**config.mk**
```make
export PLATFORM = sky130hd
export DESIGN_NAME = bhp_power_handshake
export DESIGN_NICKNAME = d
export VERILOG_FILES = /design/src/bhp_pkg.sv /design/src/bhp_power_handshake.sv /design/src/bhp_sync.sv
export VERILOG_INCLUDE_DIRS = /design/src /design/src/src
export SDC_FILE = /design/constraint.sdc
export NUM_CORES = 1
export LEC_CHECK = 0
export BUFFER_PORTS_ARGS = -buffer_cell sky130_fd_sc_hd__buf_4
export CAP_MARGIN = 10
export CORE_MARGIN = 2
export CORE_UTILIZATION = 46
export CTS_CLUSTER_SIZE = 14
export DETAILED_ROUTE_END_ITERATION = 8
export HOLD_SLACK_MARGIN = 0.03
export PLACE_DENSITY = 0.73
export SETUP_SLACK_MARGIN = 0.1
export SLEW_MARGIN = 30
export SYNTH_ARGS = -nofsm -noshare
export SYNTH_HDL_FRONTEND = slang
export SYNTH_HIERARCHICAL = 1
export SYNTH_SLANG_ARGS = --single-unit
```
**constraint.sdc**
```tcl
create_clock -name mclk -period 2 [get_ports mclk]
set_input_delay 0 -clock mclk [delete_from_list [all_inputs] [get_ports mclk]]
set_output_delay 0 -clock mclk [all_outputs]
set_load 0.05 [all_outputs]
```
**src/bhp_cfg.svh**
```systemverilog
// timing counts, reset values and field encodings for the host power handshake
`ifndef BHP_CFG_SVH
`define BHP_CFG_SVH
`define BHP_CLK_HZ 20000000
`define BHP_PAD_FUNC_HANDSHAKE 2'h0
`define BHP_POL_RESET 1'b1
`define BHP_SLEEP_GUARD_NS 1000
`define BHP_SLEEP_GUARD_CYC ((`BHP_SLEEP_GUARD_NS * 20) / 1000)
`define BHP_RF_TX 0
`define BHP_RF_RX 1
`define BHP_RF_PLL 2
`define BHP_RF_PA 3
`endif

```
**src/bhp_pkg.sv**
```systemverilog
// types shared by the host power handshake design
package bhp_pkg;
	typedef enum logic [3:0] {
		BHP_ST_UNCONF = 4'h1,
		BHP_ST_AWAKE = 4'h2,
		BHP_ST_GUARD = 4'h4,
		BHP_ST_SLEEP = 4'h8
	} bhp_state_e;
	typedef logic [3:0] bhp_rf_t;
endpackage

```
**src/bhp_power_handshake.sv**
```systemverilog
// bluetooth host power handshake and rf power-down sequencer
// Functional notes
// - asserted host wake request keeps the device fully awake
// - deasserted host wake request allows sleep only with internal sleep criteria met
// - software-set polarity for host wake input and device wake output
// - device wake output asserted while device needs host attention, held low until configured
// - clock request high when bluetooth or wlan needs reference clock, held low until configured
// - pad function select zero routes the handshake pins
// - separate power-down controls for tx, rx, pll and pa
// - power actions from software register writes or packet handling
// - handshake acts only in uart transport with handshake enabled
// - power-on reset held while regulator enable is low
`timescale 1ns/1ns
`include "bhp_cfg.svh"
module bhp_power_handshake (
	// clock and reset
	input wire logic mclk,
	input wire logic reset_n,
	// regulator enable pin, asynchronous
	input wire logic bluetooth_regulator_enable,
	// handshake pins
	input wire logic host_to_device_wake_request,
	output logic device_to_host_wake_request,
	output logic clk_req,
	// configuration
	input wire logic cfg_valid,
	input wire logic uart_mode,
	input wire logic handshake_enable,
	input wire logic host_wake_in_active_low,
	input wire logic dev_wake_out_active_low,
	input wire logic [1:0] pad_func_select,
	// internal demands
	input wire logic sleep_criteria_met,
	input wire logic need_host,
	input wire logic wlan_clk_need,
	input wire logic bt_clk_need,
	// rf power-down requests: software and baseband packet handling
	input wire bhp_pkg::bhp_rf_t sw_rf_pd,
	input wire bhp_pkg::bhp_rf_t pkt_rf_pd,
	// status and radio controls
	output logic por_active,
	output logic device_awake,
	output logic tx_pd,
	output logic rx_pd,
	output logic pll_pd,
	output logic pa_pd
);
	import bhp_pkg::*;

	logic host_wake_sync;
	logic reg_en_sync;
	bhp_state_e state;
	bhp_state_e next_state;
	logic [7:0] guard_cnt;
	logic [7:0] next_guard_cnt;
	logic next_por_active;
	logic next_device_awake;
	logic next_dev_wake;
	logic next_clk_req;
	bhp_rf_t next_rf_pd;
	bhp_rf_t rf_pd;
	// handshake qualified by transport mode, enable and pad function
	logic hs_active;
	// host wake request after synchronisation and polarity correction
	logic host_wants;
	// merged software and packet power-down lanes, one bit per radio block
	bhp_rf_t merged_pd;

	// wake test shared by the guard and sleep states
	// keeping it in one place stops the two states from drifting apart
	function automatic logic must_wake(input logic wants, input logic crit, input logic need);
		must_wake = wants || !crit || need;
	endfunction

	// host wake pin through two flops before any decision
	bhp_sync u_host_sync (
		.mclk(mclk),
		.reset_n(reset_n),
		.async_in(host_to_device_wake_request),
		.sync_out(host_wake_sync)
	);

	// regulator enable is a pin too, so it is synchronised likewise
	bhp_sync u_reg_sync (
		.mclk(mclk),
		.reset_n(reset_n),
		.async_in(bluetooth_regulator_enable),
		.sync_out(reg_en_sync)
	);

	// handshake qualification and input polarity
	always_comb begin
		hs_active = uart_mode && handshake_enable && (pad_func_select == `BHP_PAD_FUNC_HANDSHAKE);
		host_wants = hs_active && (host_wake_sync ^ host_wake_in_active_low);
	end

	// sleep state machine; a guard delay avoids flapping on short wake glitches
	always_comb begin
		next_state = state;
		next_guard_cnt = guard_cnt;
		next_por_active = !reg_en_sync;
		case (state)
			// outputs stay quiet here until the host side has set us up
			BHP_ST_UNCONF: begin
				if (cfg_valid && reg_en_sync) begin
					next_state = BHP_ST_AWAKE;
				end
			end
			// fully awake; leave only when nobody wants us up
			BHP_ST_AWAKE: begin
				if (!host_wants && sleep_criteria_met && !need_host) begin
					next_state = BHP_ST_GUARD;
					next_guard_cnt = 8'(`BHP_SLEEP_GUARD_CYC);
				end
			end
			// guard delay: any wake reason during the count aborts the sleep
			// the cost is a short extra awake time before every sleep
			BHP_ST_GUARD: begin
				if (must_wake(host_wants, sleep_criteria_met, need_host)) begin
					next_state = BHP_ST_AWAKE;
				end else if (guard_cnt == 8'h00) begin
					next_state = BHP_ST_SLEEP;
				end else begin
					next_guard_cnt = guard_cnt - 8'h01;
				end
			end
			// asleep with the radio powered down; wake on the first reason
			BHP_ST_SLEEP: begin
				if (must_wake(host_wants, sleep_criteria_met, need_host)) begin
					next_state = BHP_ST_AWAKE;
				end
			end
			default: begin
				next_state = BHP_ST_UNCONF;
			end
		endcase
		// losing the regulator or the configuration overrides every state
		if (!reg_en_sync || !cfg_valid) begin
			next_state = BHP_ST_UNCONF;
		end
	end

	// per-lane power-down merge; either source may shut one radio block down
	// a lane is never forced on here, sleep handling below only adds power-downs
	genvar lane;
	generate
		for (lane = 0; lane < 4; lane = lane + 1) begin : g_lane
			assign merged_pd[lane] = sw_rf_pd[lane] | pkt_rf_pd[lane];
		end
	endgenerate

	// output values; device wake and clock request stay low until configured
	always_comb begin
		next_device_awake = (next_state != BHP_ST_SLEEP);
		next_dev_wake = 1'b0;
		next_clk_req = 1'b0;
		if (next_state != BHP_ST_UNCONF) begin
			next_dev_wake = (hs_active && need_host) ^ dev_wake_out_active_low;
			next_clk_req = bt_clk_need || wlan_clk_need;
		end
		// either source may power down a block; sleep powers all down
		next_rf_pd = merged_pd;
		if (next_state == BHP_ST_SLEEP || next_state == BHP_ST_UNCONF) begin
			next_rf_pd = 4'hF;
		end
	end

	// state and every top-level output registered together
	// reset values keep the host wake and clock request low and the radio off
	always_ff @(posedge mclk or negedge reset_n) begin
		if (!reset_n) begin
			state <= BHP_ST_UNCONF;
			guard_cnt <= 8'h00;
			por_active <= 1'b1;
			device_awake <= 1'b1;
			device_to_host_wake_request <= 1'b0;
			clk_req <= 1'b0;
			rf_pd <= 4'hF;
		end else begin
			state <= next_state;
			guard_cnt <= next_guard_cnt;
			por_active <= next_por_active;
			device_awake <= next_device_awake;
			device_to_host_wake_request <= next_dev_wake;
			clk_req <= next_clk_req;
			rf_pd <= next_rf_pd;
		end
	end

	// radio power-down lines straight from the register
	always_comb begin
		tx_pd = rf_pd[`BHP_RF_TX];
		rx_pd = rf_pd[`BHP_RF_RX];
		pll_pd = rf_pd[`BHP_RF_PLL];
		pa_pd = rf_pd[`BHP_RF_PA];
	end
endmodule

```
**src/bhp_sync.sv**
```systemverilog
// two flip-flop synchroniser for one asynchronous level
`timescale 1ns/1ns
module bhp_sync (
	// clock and reset
	input wire logic mclk,
	input wire logic reset_n,
	// level in and out
	input wire logic async_in,
	output logic sync_out
);
	logic meta;
	logic next_meta;
	logic next_sync_out;

	// the first stage feeds only the second stage
	always_comb begin
		next_meta = async_in;
		next_sync_out = meta;
	end

	always_ff @(posedge mclk or negedge reset_n) begin
		if (!reset_n) begin
			meta <= 1'b0;
			sync_out <= 1'b0;
		end else begin
			meta <= next_meta;
			sync_out <= next_sync_out;
		end
	end
endmodule

```
After elaboration in Yosys (flattened, before gate mapping)
Cells that the tools add are included.
{"block": "word_totals", "register_bits": 24, "inputBits": 23, "output_inout_bits": 8, "elab_cells": 64}
{"block": "classes", "add_sub_neg": 1, "n_eq_ne": 11, "mux": 14, "n_bitwise": 6, "reduce_logical": 21}
{"operator": "4-bit 2-to-1 mux", "n": 7}
{"operator": "8-bit 2-to-1 mux", "n": 3}
{"operator": "4-bit one-hot mux with 4 select lines", "n": 1}
{"operator": "8-bit one-hot mux with 2 select lines", "n": 1}
{"operator": "4-bit by 1-bit equality test with 1-bit output (second input constant)", "n": 2}
{"operator": "4-bit equality test (second input constant)", "n": 2}
{"operator": "8-bit logical NOT", "n": 1}
{"operator": "8-bit by 1-bit subtractor with 8-bit output (second input constant)", "n": 1}
{"operator": "1-bit logical AND", "n": 7}
{"operator": "2-bit != test (second input constant)", "n": 3}
{"operator": "1-bit logical NOT", "n": 5}
{"operator": "1-bit logical OR", "n": 5}
{"operator": "4-bit by 2-bit equality test with 1-bit output (second input constant)", "n": 1}
{"operator": "4-bit by 3-bit equality test with 1-bit output (second input constant)", "n": 1}
{"operator": "4-bit by 1-bit != test with 1-bit output (second input constant)", "n": 1}
{"operator": "4-bit != test (second input constant)", "n": 1}
{"operator": "1-bit bitwise OR", "n": 4}
{"operator": "4-bit AND reduction", "n": 1}
{"operator": "2-bit logical NOT", "n": 1}
{"operator": "1-bit 2-to-1 mux", "n": 2}
{"operator": "2-bit nonzero test", "n": 1}
{"operator": "1-bit XOR", "n": 2}

Logic depth before layout (Yosys ltp)
{"block": "logic_depth", "ltp_word": 12, "ltp_mapped": 6, "ltp_nobuf": 6}

Modules after synthesis
The synthesis kept the hierarchy.
{"mod": "bhp_power_handshake", "instances": 1, "cells_each": 103, "area_each_um2": 1124.8, "seq_area_each_um2": 509.2}
{"mod": "bhp_sync", "instances": 2, "cells_each": 2, "area_each_um2": 50.0, "seq_area_each_um2": 50.0}

Least setup slack after synthesis
No wires, ideal clock.
{"block": "synth_timing", "path_kind": "register to register", "from": "register guard_cnt[0]", "to": "register guard_cnt[2]", "setup_ns": 0.125, "arrival_time_ns": 1.757, "required_time_ns": 1.875, "setup_slack_ns": 0.118, "path_stages_with_launch": 7, "path_buffers": 0, "period_less_slack_ns": 1.882, "path_cell_list": "dfrtp_1 > inv_1 > ha_1 > or3b_2 > o21ai_4 > a211oi_2 > mux2_4"}
{"block": "synth_between", "elab_chain_len": 4, "word_cells_on_any_way": 7, "cone_classes": "add/sub (1); eq/ne (1); mux (3); reduce/logical (2)"}
{"item": "from (decl)", "line_no": "bhp_power_handshake.sv:54", "source": "logic [7:0] guard_cnt;"}
{"item": "from (signal assigned)", "line_no": "bhp_power_handshake.sv:181", "source": "guard_cnt <= next_guard_cnt;"}
{"item": "8-bit by 1-bit subtractor with 8-bit output", "line_no": "bhp_power_handshake.sv:124", "source": "next_guard_cnt = guard_cnt - 8'h01;"}
{"item": "8-bit 2-to-1 mux", "line_no": "bhp_power_handshake.sv:121", "source": "end else if (guard_cnt == 8'h00) begin"}
{"item": "8-bit 2-to-1 mux", "line_no": "bhp_power_handshake.sv:119", "source": "if (must_wake(host_wants, sleep_criteria_met, need_host)) begin"}
{"item": "8-bit one-hot mux with 2 select lines", "line_no": "bhp_power_handshake.sv:102", "source": "case (state)"}
Parallel ways exist; a longest one is shown, timed or not. The select of a mux whose other input is x is not followed.
A chain may end at the register's enable or synchronous reset.

Final worst setup path
{"block": "layout_timing", "from": "register guard_cnt[0]", "to": "register guard_cnt[5]"}
Same word-level chain as after synthesis.

==> impl_results.html <==
<table>
<tr><th>Metric</th><th>Value</th></tr>
<tr><th colspan="2">Run status</th></tr>
<tr><td>Result of the run</td><td>completed</td></tr>
<tr><th colspan="2">Synth</th></tr>
<tr><td>Per-instance average area after synthesis</td><td>11.4 um^2</td></tr>
<tr><td>Number of distinct library cell variants in the gate-level netlist after synthesis</td><td>38</td></tr>
<tr><td>Post-Synth Adder-Cell Area</td><td>1.02%</td></tr>
<tr><td>XOR/XNOR Fraction of Synth Area</td><td>2.15%</td></tr>
<tr><td>Synthesized-area fraction occupied by and/or/nand/nor cells</td><td>21.5%</td></tr>
<tr><td>Register bit total from synthesis</td><td>24</td></tr>
<tr><td>Share of the synthesized area in compound gates (AO/OA/AOI/OAI)</td><td>16.1%</td></tr>
<tr><td>Largest cells by area after synthesis</td><td>sky130_fd_sc_hd__dfrtp_1 35%, sky130_fd_sc_hd__dfstp_2 15%, sky130_fd_sc_hd__or3_1 4.6%, sky130_fd_sc_hd__nand2b_1 4.1%, sky130_fd_sc_hd__a2111oi_2 3.7%</td></tr>
<tr><td>FFs w/ async S/R, synth</td><td>100%</td></tr>
<tr><td>Cell with the most instances after synthesis</td><td>sky130_fd_sc_hd__dfrtp_1</td></tr>
<tr><td>Cell taking the most area after synthesis</td><td>sky130_fd_sc_hd__dfrtp_1</td></tr>
<tr><td>Ranking of synthesized cells by instance count</td><td>17 x sky130_fd_sc_hd__dfrtp_1, 9 x sky130_fd_sc_hd__or3_1, 8 x sky130_fd_sc_hd__nand2b_1</td></tr>
<tr><td>Mux cell area share after synthesis</td><td>5.72%</td></tr>
<tr><td>Post-synthesis instance area</td><td>1220 um^2</td></tr>
<tr><td>Number of warnings issued by yosys</td><td>6</td></tr>
<tr><td>Synth Flop Type</td><td>sky130_fd_sc_hd__dfrtp_1</td></tr>
<tr><td>Number of synthesized flops with an enable pin</td><td>0</td></tr>
<tr><td>Proportion of netlist area held by the largest area contributor</td><td>34.7%</td></tr>
<tr><td>Mapped Cells</td><td>107</td></tr>
<tr><td>Register area share after synthesis</td><td>49.7%</td></tr>
<tr><td>Largest family of logic cells by synthesized area</td><td>simple AND/OR/NAND/NOR gates</td></tr>
<tr><td>Total nets after synthesis</td><td>131</td></tr>
<tr><th colspan="2">Pwr</th></tr>
<tr><td>Peak supply drop</td><td>0.529 mV</td></tr>
<tr><td>Pwr/cell area</td><td>683 nW/um^2</td></tr>
<tr><td>Leakage power total</td><td>0.740 nW</td></tr>
<tr><th colspan="2">Routing</th></tr>
<tr><td>Routed vias</td><td>1104</td></tr>
<tr><td>Post-Route WL</td><td>3150 um</td></tr>
<tr><td>Number of optimization iterations in the first detailed-route pass</td><td>4</td></tr>
<tr><td>DRT antenna net count</td><td>0</td></tr>
<tr><td>Violation count after the first detailed-route iteration</td><td>26</td></tr>
<tr><td>Final routed wire length divided by cell count</td><td>16.4 um</td></tr>
<tr><td>Residual DRC</td><td>0</td></tr>
<tr><td>Number of vias per cell</td><td>5.75</td></tr>
<tr><th colspan="2">Worst setup path</th></tr>
<tr><td>Delay of the slowest critical-path stage</td><td>390 ps</td></tr>
<tr><td>Capturing element type of the critical path</td><td>register</td></tr>
<tr><td>Endpoint required time on the critical path</td><td>2240 ps</td></tr>
<tr><td>Critical path, cell by cell</td><td>inv_1 -&gt; ha_1 -&gt; or3b_4 -&gt; o21ai_4 -&gt; buf_6 -&gt; a2111oi_4 -&gt; mux2i_1</td></tr>
<tr><td>WP data arrival</td><td>2180 ps</td></tr>
<tr><td>Slowest stage cell, crit path</td><td>sky130_fd_sc_hd__a2111oi_4</td></tr>
<tr><td>Crit path max fanout</td><td>5</td></tr>
<tr><td>Worst Setup Path Type</td><td>register to register</td></tr>
<tr><td>Category of the worst setup path launch point</td><td>register</td></tr>
<tr><td>Critical Path Start</td><td>guard_cnt[0]</td></tr>
<tr><td>Launching point of the worst reg2reg path</td><td>guard_cnt[0]</td></tr>
<tr><th colspan="2">Floorplan</th></tr>
<tr><td>Placeable core region</td><td>2500 um^2</td></tr>
<tr><td>Number of placement rows</td><td>18</td></tr>
<tr><td>Die height</td><td>55.6 um</td></tr>
<tr><td>DIE AREA</td><td>3090 um^2</td></tr>
<tr><td>Horiz. Die Dim</td><td>55.6 um</td></tr>
<tr><td>Initial Util</td><td>49.0%</td></tr>
<tr><td>IO Count</td><td>31</td></tr>
<tr><th colspan="2">Placement</th></tr>
<tr><td>Half-perimeter wire length of the detailed placement result</td><td>1800 um</td></tr>
<tr><td>Total of buffers placed on input and output ports</td><td>30</td></tr>
<tr><td>Placed instance count</td><td>166</td></tr>
<tr><td>Gpl congestion</td><td>0.818</td></tr>
<tr><td>Total cell area at the placement stage</td><td>1490 um^2</td></tr>
<tr><th colspan="2">STA</th></tr>
<tr><td>Maximum operating frequency</td><td>515 MHz</td></tr>
<tr><td>Measured slew at the worst slew-check pin</td><td>444 ps</td></tr>
<tr><td>Setup-violating endpoint count in the final report</td><td>0</td></tr>
<tr><td>Worst relative slew slack</td><td>70.0%</td></tr>
<tr><td>Pins Over Slew Limit</td><td>0</td></tr>
<tr><td>Total negative slack for setup checks</td><td>0 ps</td></tr>
<tr><td>Post-route clock period utilization</td><td>97.1%</td></tr>
<tr><td>Final Skew</td><td>1.08 ps</td></tr>
<tr><td>Number of hold violations in the final report</td><td>0</td></tr>
<tr><td>Min Tclk post-route</td><td>1940 ps</td></tr>
<tr><th colspan="2">Global routing</th></tr>
<tr><td>Number of global-route vias before repair</td><td>1073</td></tr>
<tr><td>Total Routing Usage GR</td><td>18.7%</td></tr>
<tr><td>Number of antenna violations at the first check in global routing</td><td>0</td></tr>
<tr><td>Wire length of the first global-routing pass</td><td>4600 um</td></tr>
<tr><td>Pin count of the biggest net entering global routing</td><td>25</td></tr>
<tr><td>Global route total overflow</td><td>0</td></tr>
<tr><th colspan="2">Min path</th></tr>
<tr><td>Class of the worst hold path</td><td>primary input to register</td></tr>
<tr><td>Worst Min Path Start</td><td>need_host</td></tr>
<tr><th colspan="2">Clock network</th></tr>
<tr><td>Clk Tree Root Cell</td><td>sky130_fd_sc_hd__clkbuf_4</td></tr>
<tr><td>Clock slew at the register clock pins of the worst setup and hold paths</td><td>140 ps</td></tr>
<tr><td>Inserted Clock Buffers</td><td>3</td></tr>
<tr><td>TritonCTS clock tree</td><td>done</td></tr>
<tr><td>Number of sinks driven by the clock tree</td><td>24</td></tr>
<tr><td>Clock tree buffer depth</td><td>2</td></tr>
<tr><td>Clk_lat worst skew</td><td>320 ps</td></tr>
<tr><td>Max H-tree Level</td><td>1</td></tr>
<tr><th colspan="2">Final layout</th></tr>
<tr><td>Number of antenna cells inserted</td><td>0</td></tr>
<tr><td>Signed area change from the synthesized netlist to the final layout</td><td>46.8%</td></tr>
<tr><td>Fin area</td><td>1800 um^2</td></tr>
<tr><td>Share of cells above drive strength 1</td><td>42.6%</td></tr>
<tr><td>Fin nets</td><td>187</td></tr>
<tr><td>Post-layout instance count excluding filler cells</td><td>192</td></tr>
<tr><th colspan="2">Job</th></tr>
<tr><td>Number of maximum-capacitance constraint violations</td><td>0</td></tr>
</table>
[routing by layer]
layer  global-route usage (%)  up-vias  wire [um]  share of wire, %
li1                         -      494          -                 -
met1                     23.2      548       1250                40
met2                     32.1       50       1640                52
met3                     3.49       12        167               5.3
met4                     7.32        0         93               3.0
met5                        0        -          0                 0
[what timing repair did]
| action | 4_1_cts | 5_1_grt |
|---|---|---|
| hold buffers | 14 | 0 |
| resized for setup | 2 | 7 |
| endpoints found under the setup margin | 10 | 12 |
| pin swaps | 3 | 4 |
| hold endpoints to repair | 32 | 0 |
| buffers inserted | 3 | 5 |
| gates cloned | 0 | 0 |
[placed cells by master (no fill, tap or decap), types with 2 or more instances in the layout]
cell type                       count
sky130_fd_sc_hd__nand2b_1           8
sky130_fd_sc_hd__a2111oi_4          3
sky130_fd_sc_hd__nand2_1            6
sky130_fd_sc_hd__dlygate4sd3_1     14
sky130_fd_sc_hd__clkbuf_4           3
sky130_fd_sc_hd__nor2b_1            2
sky130_fd_sc_hd__o211ai_1           2
sky130_fd_sc_hd__dfrtp_2            3
sky130_fd_sc_hd__xnor2_1            3
sky130_fd_sc_hd__a211oi_1           2
sky130_fd_sc_hd__or3_1              9
sky130_fd_sc_hd__mux2_4             2
sky130_fd_sc_hd__buf_4             41
sky130_fd_sc_hd__a211oi_2           2
sky130_fd_sc_hd__inv_1              6
sky130_fd_sc_hd__o21ai_0            2
sky130_fd_sc_hd__dfstp_2            7
sky130_fd_sc_hd__o21ai_1            2
sky130_fd_sc_hd__mux2i_1            4
sky130_fd_sc_hd__dfrtp_1           14
sky130_fd_sc_hd__nor2_1             6
[cell families after synthesis]
family / after synthesis
AO/OA/AOI/OAI: 21
XOR/XNOR: 3
adder cells (fa/ha/maj): 1
buffers and inverters: 11
flip-flops: 24
multiplexers: 6
AND/OR/NAND/NOR: 41
[cell type report]
cell class	instances	area, um^2
multi-input cells	72	613
repair buffers	56	459
flip-flops and latches	24	613
fillers	158	702
clock buffers	3	22.5
clock inverters	1	30.0
well taps	30	37.5
inverters	6	22.5
[state kept, by name (all words and copies together) (netlist names)]
| signal | flops |
|---|---|
| u_reg_sync/meta | 1 |
| rf_pd | 4 |
| por_active | 1 |
| guard_cnt | 8 |
| u_host_sync/meta | 1 |
| u_reg_sync/sync_out | 1 |
| state | 4 |
| u_host_sync/sync_out | 1 |
| device_awake | 1 |
| clk_req | 1 |
| device_to_host_wake_request | 1 |
[where the power goes]
group	leakage [nW]	total [W]	switching (W)	internal (W)
logic	0.429	0.000294	0.000144	0.000150
registers	0.283	0.000573	0.0000414	0.000531
clock network	0.0279	0.000361	0.000158	0.000203
[through the flow]
step	power, W	setup slack, ps	utilization [%]	hold slack, ps
2_1_floorplan	0.000712	118	-	-296
3_3_place_gp	0.000784	116	59.8	-91.4
3_5_place_dp	0.000795	103	59.8	-85.9
4_1_cts	0.00118	121	68.6	60.9
5_1_grt	0.00127	-4.35	71.9	95.0
6_report	0.00123	57.2	71.9	55.3
[worst max-delay path: cells and delay by family (launching register included)]
family	cells	cell delay, ps
flip-flops	1	380
adder cells (fa/ha/maj)	1	220
AO/OA/AOI/OAI	2	480
AND/OR/NAND/NOR	1	260
buffers and inverters	2	230
multiplexers	1	290
[final timing paths]
| path | cells past startpoint | slack [ps] | to |
|---|---|---|---|
| worst max register to register | 7 | 60 | guard_cnt[5] |
| worst min-delay path | 5 | 60 | device_to_host_wake_request |
| max in group asynchronous | 2 | 1630 | rf_pd[2] |
| worst max-delay path | 7 | 60 | guard_cnt[5] |
| worst min register to register | 0 | 390 | u_reg_sync/sync_out |
| min in group asynchronous | 2 | 90 | u_host_sync/meta |
No activity file was read; power rests on OpenSTA's default activity.
